[config.mk]
export PLATFORM = sky130hd
export DESIGN_NAME = run_alarm_indicator_control
export DESIGN_NICKNAME = d
export VERILOG_FILES = /design/src/design/run_alarm_pkg.sv /design/src/design/lamp_driver.sv /design/src/design/run_alarm_indicator_control.sv
export VERILOG_INCLUDE_DIRS = /design/src /design/src/design
export SDC_FILE = /design/constraint.sdc
export NUM_CORES = 1
export LEC_CHECK = 0
export ABC_AREA = 1
export BUFFER_PORTS_ARGS = -buffer_cell sky130_fd_sc_hd__buf_2
export CAP_MARGIN = 10
export CORE_MARGIN = 4
export CORE_UTILIZATION = 55
export DETAILED_ROUTE_END_ITERATION = 12
export GPL_TIMING_DRIVEN = 0
export PLACE_DENSITY = 0.8
export SYNTH_ARGS = -nofsm -noshare
export SYNTH_HDL_FRONTEND = slang
export SYNTH_HIERARCHICAL = 1
export SYNTH_SLANG_ARGS = --single-unit
export TNS_END_PERCENT = 1
[constraint.sdc]
create_clock -name clk_i -period 1.9 [get_ports clk_i]
set_clock_uncertainty 0.15 [all_clocks]
set_input_delay 0.38 -clock clk_i [delete_from_list [all_inputs] [get_ports clk_i]]
set_output_delay 0.38 -clock clk_i [all_outputs]
set_load 0.005 [all_outputs]
[src/design/run_alarm_map.svh]
// constants for the run/alarm indicator control block
`ifndef RUN_ALARM_MAP_SVH
`define RUN_ALARM_MAP_SVH

// indication priorities, 1 is most important; 0 means nothing to show
`define PRIO_NONE 4'h0
`define PRIO_NOT_READY 4'h1
`define PRIO_FAULT 4'h2
`define PRIO_ESTOP_RUN 4'h3
`define PRIO_ESTOP_FAULT 4'h4
`define PRIO_ALARM_STOP 4'h5
`define PRIO_ALARM_RUN 4'h6
`define PRIO_BASEBLOCK 4'h7
`define PRIO_RUNNING 4'h8
`define PRIO_DECEL 4'h9

// access-select value that lets a run command through in program mode
`define ACCESS_RUN_ANYTIME 4'h5
`define ACCESS_RESET 4'h0

// flash timing: half period in milliseconds at the system clock rate
`define CLK_KHZ 250000
`define FLASH_HALF_MS 250

// reset values
`define PRIO_RESET 4'h1
`define FAULT_RESET 1'b0

`endif

[src/design/run_alarm_pkg.sv]
// types for the run/alarm indicator control block
package run_alarm_pkg;

	// per-lamp drive code
	typedef enum logic [1:0] {
		LAMP_OFF,
		LAMP_ON,
		LAMP_FLASH
	} lamp_state_t;

	typedef struct packed {
		lamp_state_t run;
		lamp_state_t alarm;
	} lamp_pair_t;

	// function indicators in display-select order
	typedef enum logic [2:0] {
		FN_FREQ_REF,
		FN_OUT_FREQ,
		FN_OUT_CURR,
		FN_MONITOR,
		FN_DIRECTION,
		FN_LOC_REM,
		FN_PROGRAM
	} func_sel_t;

	typedef enum logic {
		MODE_DRIVE,
		MODE_PROGRAM
	} op_mode_t;

	// drive conditions reported by the rest of the drive
	typedef struct packed {
		logic ready;
		logic estop_alarm;
		logic estop_fault;
		logic alarm;
		logic ext_baseblock;
		logic baseblock;
		logic running;
		logic below_min_freq;
		logic dc_brake_start;
		logic decel;
		logic dc_brake_stop;
		logic stopped;
	} drive_cond_t;

endpackage

[src/design/lamp_driver.sv]
// turns per-lamp state codes into lamp levels with a common flash clock
`include "run_alarm_map.svh"

module lamp_driver #(
	parameter int unsigned FLASH_HALF_CYC = 62500000
) (
	input wire logic clk_i,
	input wire logic rst_i,
	input wire logic ce_i,
	input run_alarm_pkg::lamp_pair_t lamps_i,
	output logic run_lamp_o,
	output logic run_key_lamp_o,
	output logic alarm_lamp_o
);
	import run_alarm_pkg::*;

	localparam logic [31:0] HALF_LAST = 32'(FLASH_HALF_CYC - 1);

	logic [31:0] flash_cnt;
	logic flash_phase;

	wire flash_wrap = (flash_cnt >= HALF_LAST);
	wire [31:0] next_flash_cnt = flash_wrap ? 32'h0 : flash_cnt + 32'h1;

	function automatic logic lamp_level(input lamp_state_t s, input logic phase);
		case (s)
			LAMP_ON: lamp_level = 1'b1;
			LAMP_FLASH: lamp_level = phase;
			default: lamp_level = 1'b0;
		endcase
	endfunction

	wire next_run = lamp_level(lamps_i.run, flash_phase);
	wire next_alarm = lamp_level(lamps_i.alarm, flash_phase);

	always_ff @(posedge clk_i) begin
		if (rst_i) begin
			flash_cnt <= 32'h0;
			flash_phase <= 1'b0;
		end else if (ce_i) begin
			flash_cnt <= next_flash_cnt;
			if (flash_wrap) begin
				flash_phase <= ~flash_phase;
			end
		end
	end

	// key lamp and face lamp share one source so they can never disagree
	always_ff @(posedge clk_i) begin
		if (rst_i) begin
			run_lamp_o <= 1'b0;
			run_key_lamp_o <= 1'b0;
			alarm_lamp_o <= 1'b0;
		end else if (ce_i) begin
			run_lamp_o <= next_run;
			run_key_lamp_o <= next_run;
			alarm_lamp_o <= next_alarm;
		end
	end

endmodule

[src/design/run_alarm_indicator_control.sv]
// status indication, fault reset qualification and run interlock of the keypad panel
//
// What this block does
// - lamps follow single highest active priority
// - run key lamp mirrors face run lamp
// - not ready or unpowered: priority one
// - fault lights alarm, priority two
// - stop key on terminals, estop alarm: three
// - estop fault priority four, then fault
// - run with external baseblock: priority six
// - running incl. low freq, start braking: eight
// - decelerating or stop braking: priority nine
// - reset or stop key clears fault
// - reset ignored while operation signal active
// - display key cycles function indicators
// - programming selected then stop: program mode
// - program mode blocks run unless access five
// - access five accepts run during editing
`include "run_alarm_map.svh"

module run_alarm_indicator_control #(
	parameter int unsigned FLASH_HALF_CYC = `FLASH_HALF_MS * `CLK_KHZ
) (
	input wire logic clk_i,
	input wire logic rst_i,
	input wire logic ce_i,
	input run_alarm_pkg::drive_cond_t cond_i,
	input wire logic fault_detect_i,
	input wire logic fault_reset_i,
	input wire logic stop_key_i,
	input wire logic terminal_op_i,
	input wire logic operation_i,
	input wire logic run_cmd_i,
	input wire logic display_select_key_i,
	input wire logic editing_i,
	input wire logic [3:0] access_select_constant_i,
	output logic run_lamp_o,
	output logic run_key_lamp_o,
	output logic alarm_lamp_o,
	output logic [3:0] priority_o,
	output logic fault_latched_o,
	output run_alarm_pkg::func_sel_t func_sel_o,
	output logic program_mode_o,
	output logic run_accept_o
);
	import run_alarm_pkg::*;

	logic fault;
	logic estop_key;
	logic stop_key_prev;
	logic dsel_prev;
	logic op_prev;
	logic prog_during_op;
	op_mode_t mode;
	func_sel_t func_sel;
	lamp_pair_t lamps;

	// key presses are levels from the panel; act on the press edge only
	wire stop_press = stop_key_i & ~stop_key_prev;
	wire dsel_press = display_select_key_i & ~dsel_prev;
	wire op_fall = op_prev & ~operation_i;

	function automatic func_sel_t next_func(input func_sel_t f);
		case (f)
			FN_FREQ_REF: next_func = FN_OUT_FREQ;
			FN_OUT_FREQ: next_func = FN_OUT_CURR;
			FN_OUT_CURR: next_func = FN_MONITOR;
			FN_MONITOR: next_func = FN_DIRECTION;
			FN_DIRECTION: next_func = FN_LOC_REM;
			FN_LOC_REM: next_func = FN_PROGRAM;
			default: next_func = FN_FREQ_REF;
		endcase
	endfunction

	// functions that change settings rather than watch the drive
	function automatic logic is_prog_func(input func_sel_t f);
		is_prog_func = (f == FN_DIRECTION) || (f == FN_LOC_REM) || (f == FN_PROGRAM);
	endfunction

	// one entry per priority from two to nine, run lamp first; other codes, not ready included, leave both lamps dark
	function automatic lamp_pair_t pattern(input logic [3:0] p);
		lamp_pair_t lp;
		lp = '{run: LAMP_OFF, alarm: LAMP_OFF};
		case (p)
			`PRIO_FAULT: begin
				lp.run = LAMP_OFF;
				lp.alarm = LAMP_ON;
			end
			`PRIO_ESTOP_RUN: begin
				lp.run = LAMP_FLASH;
				lp.alarm = LAMP_FLASH;
			end
			`PRIO_ESTOP_FAULT: begin
				lp.run = LAMP_FLASH;
				lp.alarm = LAMP_ON;
			end
			`PRIO_ALARM_STOP: begin
				lp.run = LAMP_OFF;
				lp.alarm = LAMP_FLASH;
			end
			`PRIO_ALARM_RUN: begin
				lp.run = LAMP_ON;
				lp.alarm = LAMP_FLASH;
			end
			`PRIO_BASEBLOCK: begin
				lp.run = LAMP_FLASH;
				lp.alarm = LAMP_OFF;
			end
			`PRIO_RUNNING: begin
				lp.run = LAMP_ON;
				lp.alarm = LAMP_OFF;
			end
			`PRIO_DECEL: begin
				lp.run = LAMP_FLASH;
				lp.alarm = LAMP_OFF;
			end
			default: lp = '{run: LAMP_OFF, alarm: LAMP_OFF};
		endcase
		pattern = lp;
	endfunction

	// fault latch: set wins over clear so a fault in the reset cycle survives
	wire estop_fault_stopped = cond_i.estop_fault & cond_i.stopped;
	wire fault_set = fault_detect_i | estop_fault_stopped;
	wire fault_clear = (fault_reset_i | stop_press) & ~operation_i;
	wire next_fault = fault_set | (fault & ~fault_clear);

	// stop key while the terminals run the drive is an emergency stop
	wire estop_key_set = stop_press & terminal_op_i & ~cond_i.stopped;
	wire estop_key_clear = cond_i.stopped & ~run_cmd_i;
	wire next_estop_key = estop_key_set | (estop_key & ~estop_key_clear);

	// condition terms in priority order
	wire c_not_ready = ~cond_i.ready;
	wire c_fault = fault;
	wire c_estop_any = estop_key | cond_i.estop_alarm;
	wire c_estop_run = c_estop_any & ~cond_i.stopped;
	wire c_estop_fault = cond_i.estop_fault & ~cond_i.stopped;
	wire c_alarm_stop = (cond_i.alarm | c_estop_any) & cond_i.stopped;
	wire c_alarm_run = run_cmd_i & cond_i.ext_baseblock;
	wire c_baseblock = cond_i.baseblock & cond_i.stopped;
	wire c_running = cond_i.running | cond_i.below_min_freq | cond_i.dc_brake_start;
	wire c_decel = cond_i.decel | cond_i.dc_brake_stop;

	wire [3:0] next_prio = c_not_ready ? `PRIO_NOT_READY :
		c_fault ? `PRIO_FAULT :
		c_estop_run ? `PRIO_ESTOP_RUN :
		c_estop_fault ? `PRIO_ESTOP_FAULT :
		c_alarm_stop ? `PRIO_ALARM_STOP :
		c_alarm_run ? `PRIO_ALARM_RUN :
		c_baseblock ? `PRIO_BASEBLOCK :
		c_running ? `PRIO_RUNNING :
		c_decel ? `PRIO_DECEL :
		`PRIO_NONE;

	// combinational pattern, so the lamp flops follow a change one cycle later
	wire lamp_pair_t next_lamps = pattern(next_prio);

	// mode tracking for the restart interlock
	wire prog_sel = is_prog_func(func_sel);
	wire next_prog_during_op = operation_i & (prog_sel | prog_during_op);
	wire enter_program = op_fall & prog_during_op;
	wire leave_program = ~prog_sel & ~operation_i;

	// editing blocks a start unless the access value opens it; a hazard the operator owns
	wire access_open = (access_select_constant_i == `ACCESS_RUN_ANYTIME);
	wire run_blocked = (mode == MODE_PROGRAM) | editing_i;
	wire next_run_accept = run_cmd_i & (~run_blocked | access_open);

	// history flops reset to the idle key level so no false press follows reset
	always_ff @(posedge clk_i) begin
		if (rst_i) begin
			stop_key_prev <= 1'b0;
		end else if (ce_i) begin
			stop_key_prev <= stop_key_i;
		end
	end

	always_ff @(posedge clk_i) begin
		if (rst_i) begin
			dsel_prev <= 1'b0;
		end else if (ce_i) begin
			dsel_prev <= display_select_key_i;
		end
	end

	always_ff @(posedge clk_i) begin
		if (rst_i) begin
			op_prev <= 1'b0;
		end else if (ce_i) begin
			op_prev <= operation_i;
		end
	end

	always_ff @(posedge clk_i) begin
		if (rst_i) begin
			fault <= `FAULT_RESET;
		end else if (ce_i) begin
			fault <= next_fault;
		end
	end

	always_ff @(posedge clk_i) begin
		if (rst_i) begin
			estop_key <= 1'b0;
		end else if (ce_i) begin
			estop_key <= next_estop_key;
		end
	end

	always_ff @(posedge clk_i) begin
		if (rst_i) begin
			func_sel <= FN_FREQ_REF;
		end else if (ce_i && dsel_press) begin
			func_sel <= next_func(func_sel);
		end
	end

	always_ff @(posedge clk_i) begin
		if (rst_i) begin
			prog_during_op <= 1'b0;
		end else if (ce_i) begin
			prog_during_op <= next_prog_during_op;
		end
	end

	always_ff @(posedge clk_i) begin
		if (rst_i) begin
			mode <= MODE_DRIVE;
		end else if (ce_i) begin
			case (mode)
				MODE_DRIVE: begin
					if (enter_program) begin
						mode <= MODE_PROGRAM;
					end
				end
				MODE_PROGRAM: begin
					if (leave_program) begin
						mode <= MODE_DRIVE;
					end
				end
				default: mode <= MODE_DRIVE;
			endcase
		end
	end

	always_ff @(posedge clk_i) begin
		if (rst_i) begin
			priority_o <= `PRIO_RESET;
		end else if (ce_i) begin
			priority_o <= next_prio;
		end
	end

	always_ff @(posedge clk_i) begin
		if (rst_i) begin
			lamps <= '{run: LAMP_OFF, alarm: LAMP_OFF};
		end else if (ce_i) begin
			lamps <= next_lamps;
		end
	end

	// copy of the latch taken from the same next value, so both agree every cycle
	always_ff @(posedge clk_i) begin
		if (rst_i) begin
			fault_latched_o <= `FAULT_RESET;
		end else if (ce_i) begin
			fault_latched_o <= next_fault;
		end
	end

	always_ff @(posedge clk_i) begin
		if (rst_i) begin
			func_sel_o <= FN_FREQ_REF;
		end else if (ce_i) begin
			func_sel_o <= dsel_press ? next_func(func_sel) : func_sel;
		end
	end

	always_ff @(posedge clk_i) begin
		if (rst_i) begin
			program_mode_o <= 1'b0;
		end else if (ce_i) begin
			program_mode_o <= (mode == MODE_PROGRAM);
		end
	end

	always_ff @(posedge clk_i) begin
		if (rst_i) begin
			run_accept_o <= 1'b0;
		end else if (ce_i) begin
			run_accept_o <= next_run_accept;
		end
	end

	lamp_driver #(
		.FLASH_HALF_CYC(FLASH_HALF_CYC)
	) u_lamps (
		.clk_i(clk_i),
		.rst_i(rst_i),
		.ce_i(ce_i),
		.lamps_i(lamps),
		.run_lamp_o(run_lamp_o),
		.run_key_lamp_o(run_key_lamp_o),
		.alarm_lamp_o(alarm_lamp_o)
	);

endmodule

==> flow_summary.rst <==
.. list-table::
   :header-rows: 1

   * - Metric
     - Value
   * - Port-buffer cells
     - 38
   * - Run status
     - completed
   * - Capture point of the worst reg-to-reg path
     - u_lamps/flash_cnt[8]
   * - Seq cells post-synth
     - slightly below 60
   * - Hold_buf cts
     - 0
   * - Data required time at the worst endpoint
     - slightly below 2000 ps
   * - Number of warnings issued by yosys
     - 6
   * - Number of cells on the worst reg-to-reg path
     - 11
   * - First-pass GRT wire length
     - between 10 and 15 mm
   * - CTS H-Tree Depth
     - 3
   * - Net count reported at finish
     - 530
   * - Die boundary height
     - ~84 um
   * - Most common flop cell mapped by yosys
     - dfxtp_1
   * - Post-detailed-route via-to-cell ratio
     - between 5 and 6
   * - Total area of multi-input combinational cells
     - 1720 um^2
   * - Power Total
     - between 2000 and 3000 uW
   * - FMAX
     - roughly 550 MHz
   * - CORE AREA
     - between 5000 and 6000 um^2
   * - First-iteration detailed-routing DRC count
     - roughly 240
   * - Crit path max-delay cell type
     - dfxtp_2
   * - Max-slew violation count
     - 0
   * - Clock tree root driver cell
     - clkbuf_8
   * - Vias in the first global route
     - ~2700
   * - Crit share post-route
     - 0.952
   * - Largest net degree at the start of global routing
     - 11
   * - Number of antenna violations at the first check in global routing
     - 0
   * - Average footprint of a synthesized cell
     - about 7 um^2
   * - Final Critical Period
     - 1810 ps
   * - Max Root-Sink Buffers
     - 2
   * - Max-slew headroom at the worst pin
     - 0.684
   * - CP top delay family
     - simple AND/OR/NAND/NOR gates
   * - Starting density of the core
     - 0.569
   * - Critical path buffer and inverter count
     - 1
   * - Clock tree from TritonCTS
     - yes
   * - Syn nets
     - 480
   * - Hold Vio Cnt, Final
     - 0
   * - I/O pin total
     - 40
   * - Flop-to-flop setup slack
     - about 91 ps
   * - Most frequent cells in the layout
     - nand2_1 (85), nor2_1 (61), dfxtp_1 (56)
   * - Skew-Pair Late Insertion Delay
     - around 340 ps
   * - Total number of vias
     - about 2900
   * - Critical Setup Path Class
     - flip-flop to flip-flop
   * - Start point of the critical path
     - u_lamps/flash_cnt[0]
   * - Crit path largest cell delay
     - 380 ps
   * - Pre-Repair DR Iteration Count
     - 5
   * - Total wirelength of the detailed-routed design
     - 6.92 mm
   * - Class of the tightest hold or removal check
     - input pin to flip-flop
   * - Final Instance Count excl. Fillers
     - between 500 and 600
   * - Worst IR drop on VDD
     - 0.000595 V
   * - Number of cells in the design after placement
     - between 500 and 600
   * - WP depth
     - 11
   * - Reg-to-reg startpoint
     - u_lamps/flash_cnt[0]
   * - Layout cell share with drive strength beyond 1
     - 0.229
   * - Post-synthesis instance area
     - about 3200 um^2
   * - Critical Path AT
     - 1880 ps
   * - GR Overflow Total
     - 0
   * - Cells traversed along the worst timing path
     - ha_4 > nand3_2 > o21ai_1 > nand2_1 > nand2_1 > nand2_2 > nand2_2 > nand2_2 > nand2_4 > buf_6 > nor2_1
   * - Aggregate global-route resource usage
     - 0.202
   * - Rows
     - 27
   * - Leakage power total
     - ~0.0016 uW
   * - Share of flip-flops with an asynchronous set or reset after synthesis
     - 0
   * - Dominant cell type by count on the critical path
     - nand2_2
   * - Crit path max fanout
     - 10
   * - Area of all sequential standard cells
     - about 1200 um^2
   * - Most common cell after layout, fill and taps aside
     - nand2_1
   * - Crit path launch type
     - flip-flop
   * - RSZ-0062 raised after global routing
     - false
   * - Area delta synth->final
     - 15.5%
   * - Hold WS
     - 130 ps
   * - Antenna cell count
     - 0
   * - Synth unique cells
     - 35
   * - Number of remaining DRC errors
     - 0
   * - Number of buffers created by CTS
     - 9
   * - CTS clk-pin slew, worst paths
     - approximately 60 ps
   * - Critical Path Sink Type
     - flip-flop
   * - Sinks on Clock Net
     - 58
   * - FILL cells
     - 492
   * - Count of flip-flops with a built-in enable after synthesis
     - 0
   * - WL per Instance
     - around 12 um
   * - Last weighted congestion value of the routability-driven placer
     - 0.902
   * - Share of synthesized area occupied by flip-flops and latches
     - 0.368
   * - Sum of net half-perimeters after detailed placement
     - ~5 mm
   * - Least-Margin Pin Slew
     - around 470 ps
   * - Total Die Area
     - 7010 um^2
   * - Width of the die
     - 83.7 um
   * - Count of nets left with antenna violations after detail routing
     - 0
   * - Synth Instances
     - roughly 440
   * - Number of violations of the max-capacitance limit
     - 0
   * - Final setup violation count
     - 0
   * - Capturing instance or port of the critical path
     - u_lamps/flash_cnt[8]
   * - Total power per unit cell area
     - ~690 nW/um^2
==> area by class of cell <==
type,instances,share of cell area
multi-input cells,316,0.472
flip-flops and latches,58,0.320
inverters,58,0.0605
repair buffers,39,0.0543
clock buffers,12,0.0426
well taps,72,0.0247
plain buffers,11,0.0220
clock inverters,3,0.00412
==> per-stage QoR <==
stage	worst slack [ps]	utilization	instance area [um^2]	setup TNS [ps]
global placement	-95.5	0.620	3430	-249
global route	3.01	0.657	3640	0
detailed placement	-123	0.620	3430	-863
finish	91.3	0.657	3640	0
CTS	31.8	0.654	3620	0
floorplan	156	-	3150	0
==> how the worst min path moves through the flow <==
stage / startpoint / to / slack [ps] / cells past startpoint
5_1_grt: rst_i / u_lamps/flash_cnt[1] / 120 / 2
2_1_floorplan: u_lamps/flash_cnt[27] / u_lamps/flash_cnt[27] / 270 / 2
6_report: rst_i / u_lamps/flash_cnt[1] / 130 / 2
3_3_place_gp: u_lamps/flash_cnt[29] / u_lamps/flash_cnt[29] / 280 / 2
3_5_place_dp: u_lamps/flash_cnt[30] / u_lamps/flash_cnt[30] / 280 / 2
4_1_cts: rst_i / u_lamps/flash_cnt[31] / 130 / 2
==> sequential cells by signal (all words and copies together), names as in the netlist <==
signal,cells
run_accept_o,1
u_lamps/flash_phase,1
estop_key,1
func_sel_o,3
u_lamps/alarm_lamp_o,1
u_lamps/run_key_lamp_o,1
func_sel,3
op_prev,1
priority_o,4
mode,1
dsel_prev,1
lamps,4
stop_key_prev,1
fault_latched_o,1
prog_during_op,1
program_mode_o,1
u_lamps/flash_cnt,32
==> synthesized netlist by cell type, types with 4 or more instances <==
| library cell | n | area share |
|---|---|---|
| dfxtp_1 | 58 | 0.37 |
| nand2_1 | 87 | 0.10 |
| nor2_1 | 61 | 0.073 |
| o21ai_0 | 14 | 0.022 |
| or2_2 | 6 | 0.012 |
| xor2_1 | 12 | 0.033 |
| nand4_1 | 10 | 0.020 |
| a21oi_1 | 26 | 0.041 |
| nor2_2 | 5 | 0.0099 |
| nor2_4 | 7 | 0.025 |
| nand3_1 | 25 | 0.040 |
| nand2_2 | 10 | 0.020 |
| inv_1 | 53 | 0.063 |
| nor3_1 | 16 | 0.025 |
| a31oi_1 | 5 | 0.0099 |
| nand2_4 | 4 | 0.014 |
| ha_1 | 10 | 0.040 |
| nand3_2 | 5 | 0.016 |
==> layer usage <==
layer | part of all wire | GRT usage | vias up
met4 | 0.012 | 0.0614 | 0
met1 | 0.47 | 0.254 | 1321
met5 | 0 | 0 | -
met3 | 0.051 | 0.0632 | 10
li1 | - | - | 1515
met2 | 0.47 | 0.330 | 71
==> repair_timing <==
item	CTS	global route
setup buffers	1	0
gates resized for setup	3	5
pin swaps	0	2
endpoints found under the setup margin	20	23
cloned	0	0
==> where the power goes <==
group / leakage [uW] / internal (uW) / switching [uW]
Combinational: 0.00100 / 105 / 153
Clock: 0.0000920 / 530 / 462
Sequential: 0.000471 / 1240 / 20.1
Total: 0.00157 / 1880 / 636
==> cells by family (layout without fill, tap and decap cells) <==
group,after synthesis,after routing,synth area share
AOI/OAI and AO/OA,52,52,0.0901
xor gates and xnor gates,15,15,0.0417
adders and majority gates,10,10,0.0397
buffers and inverters,69,123,0.0952
DFF,58,58,0.368
and+or+nand+nor,239,239,0.365
(Power assumes the default switching activity.)
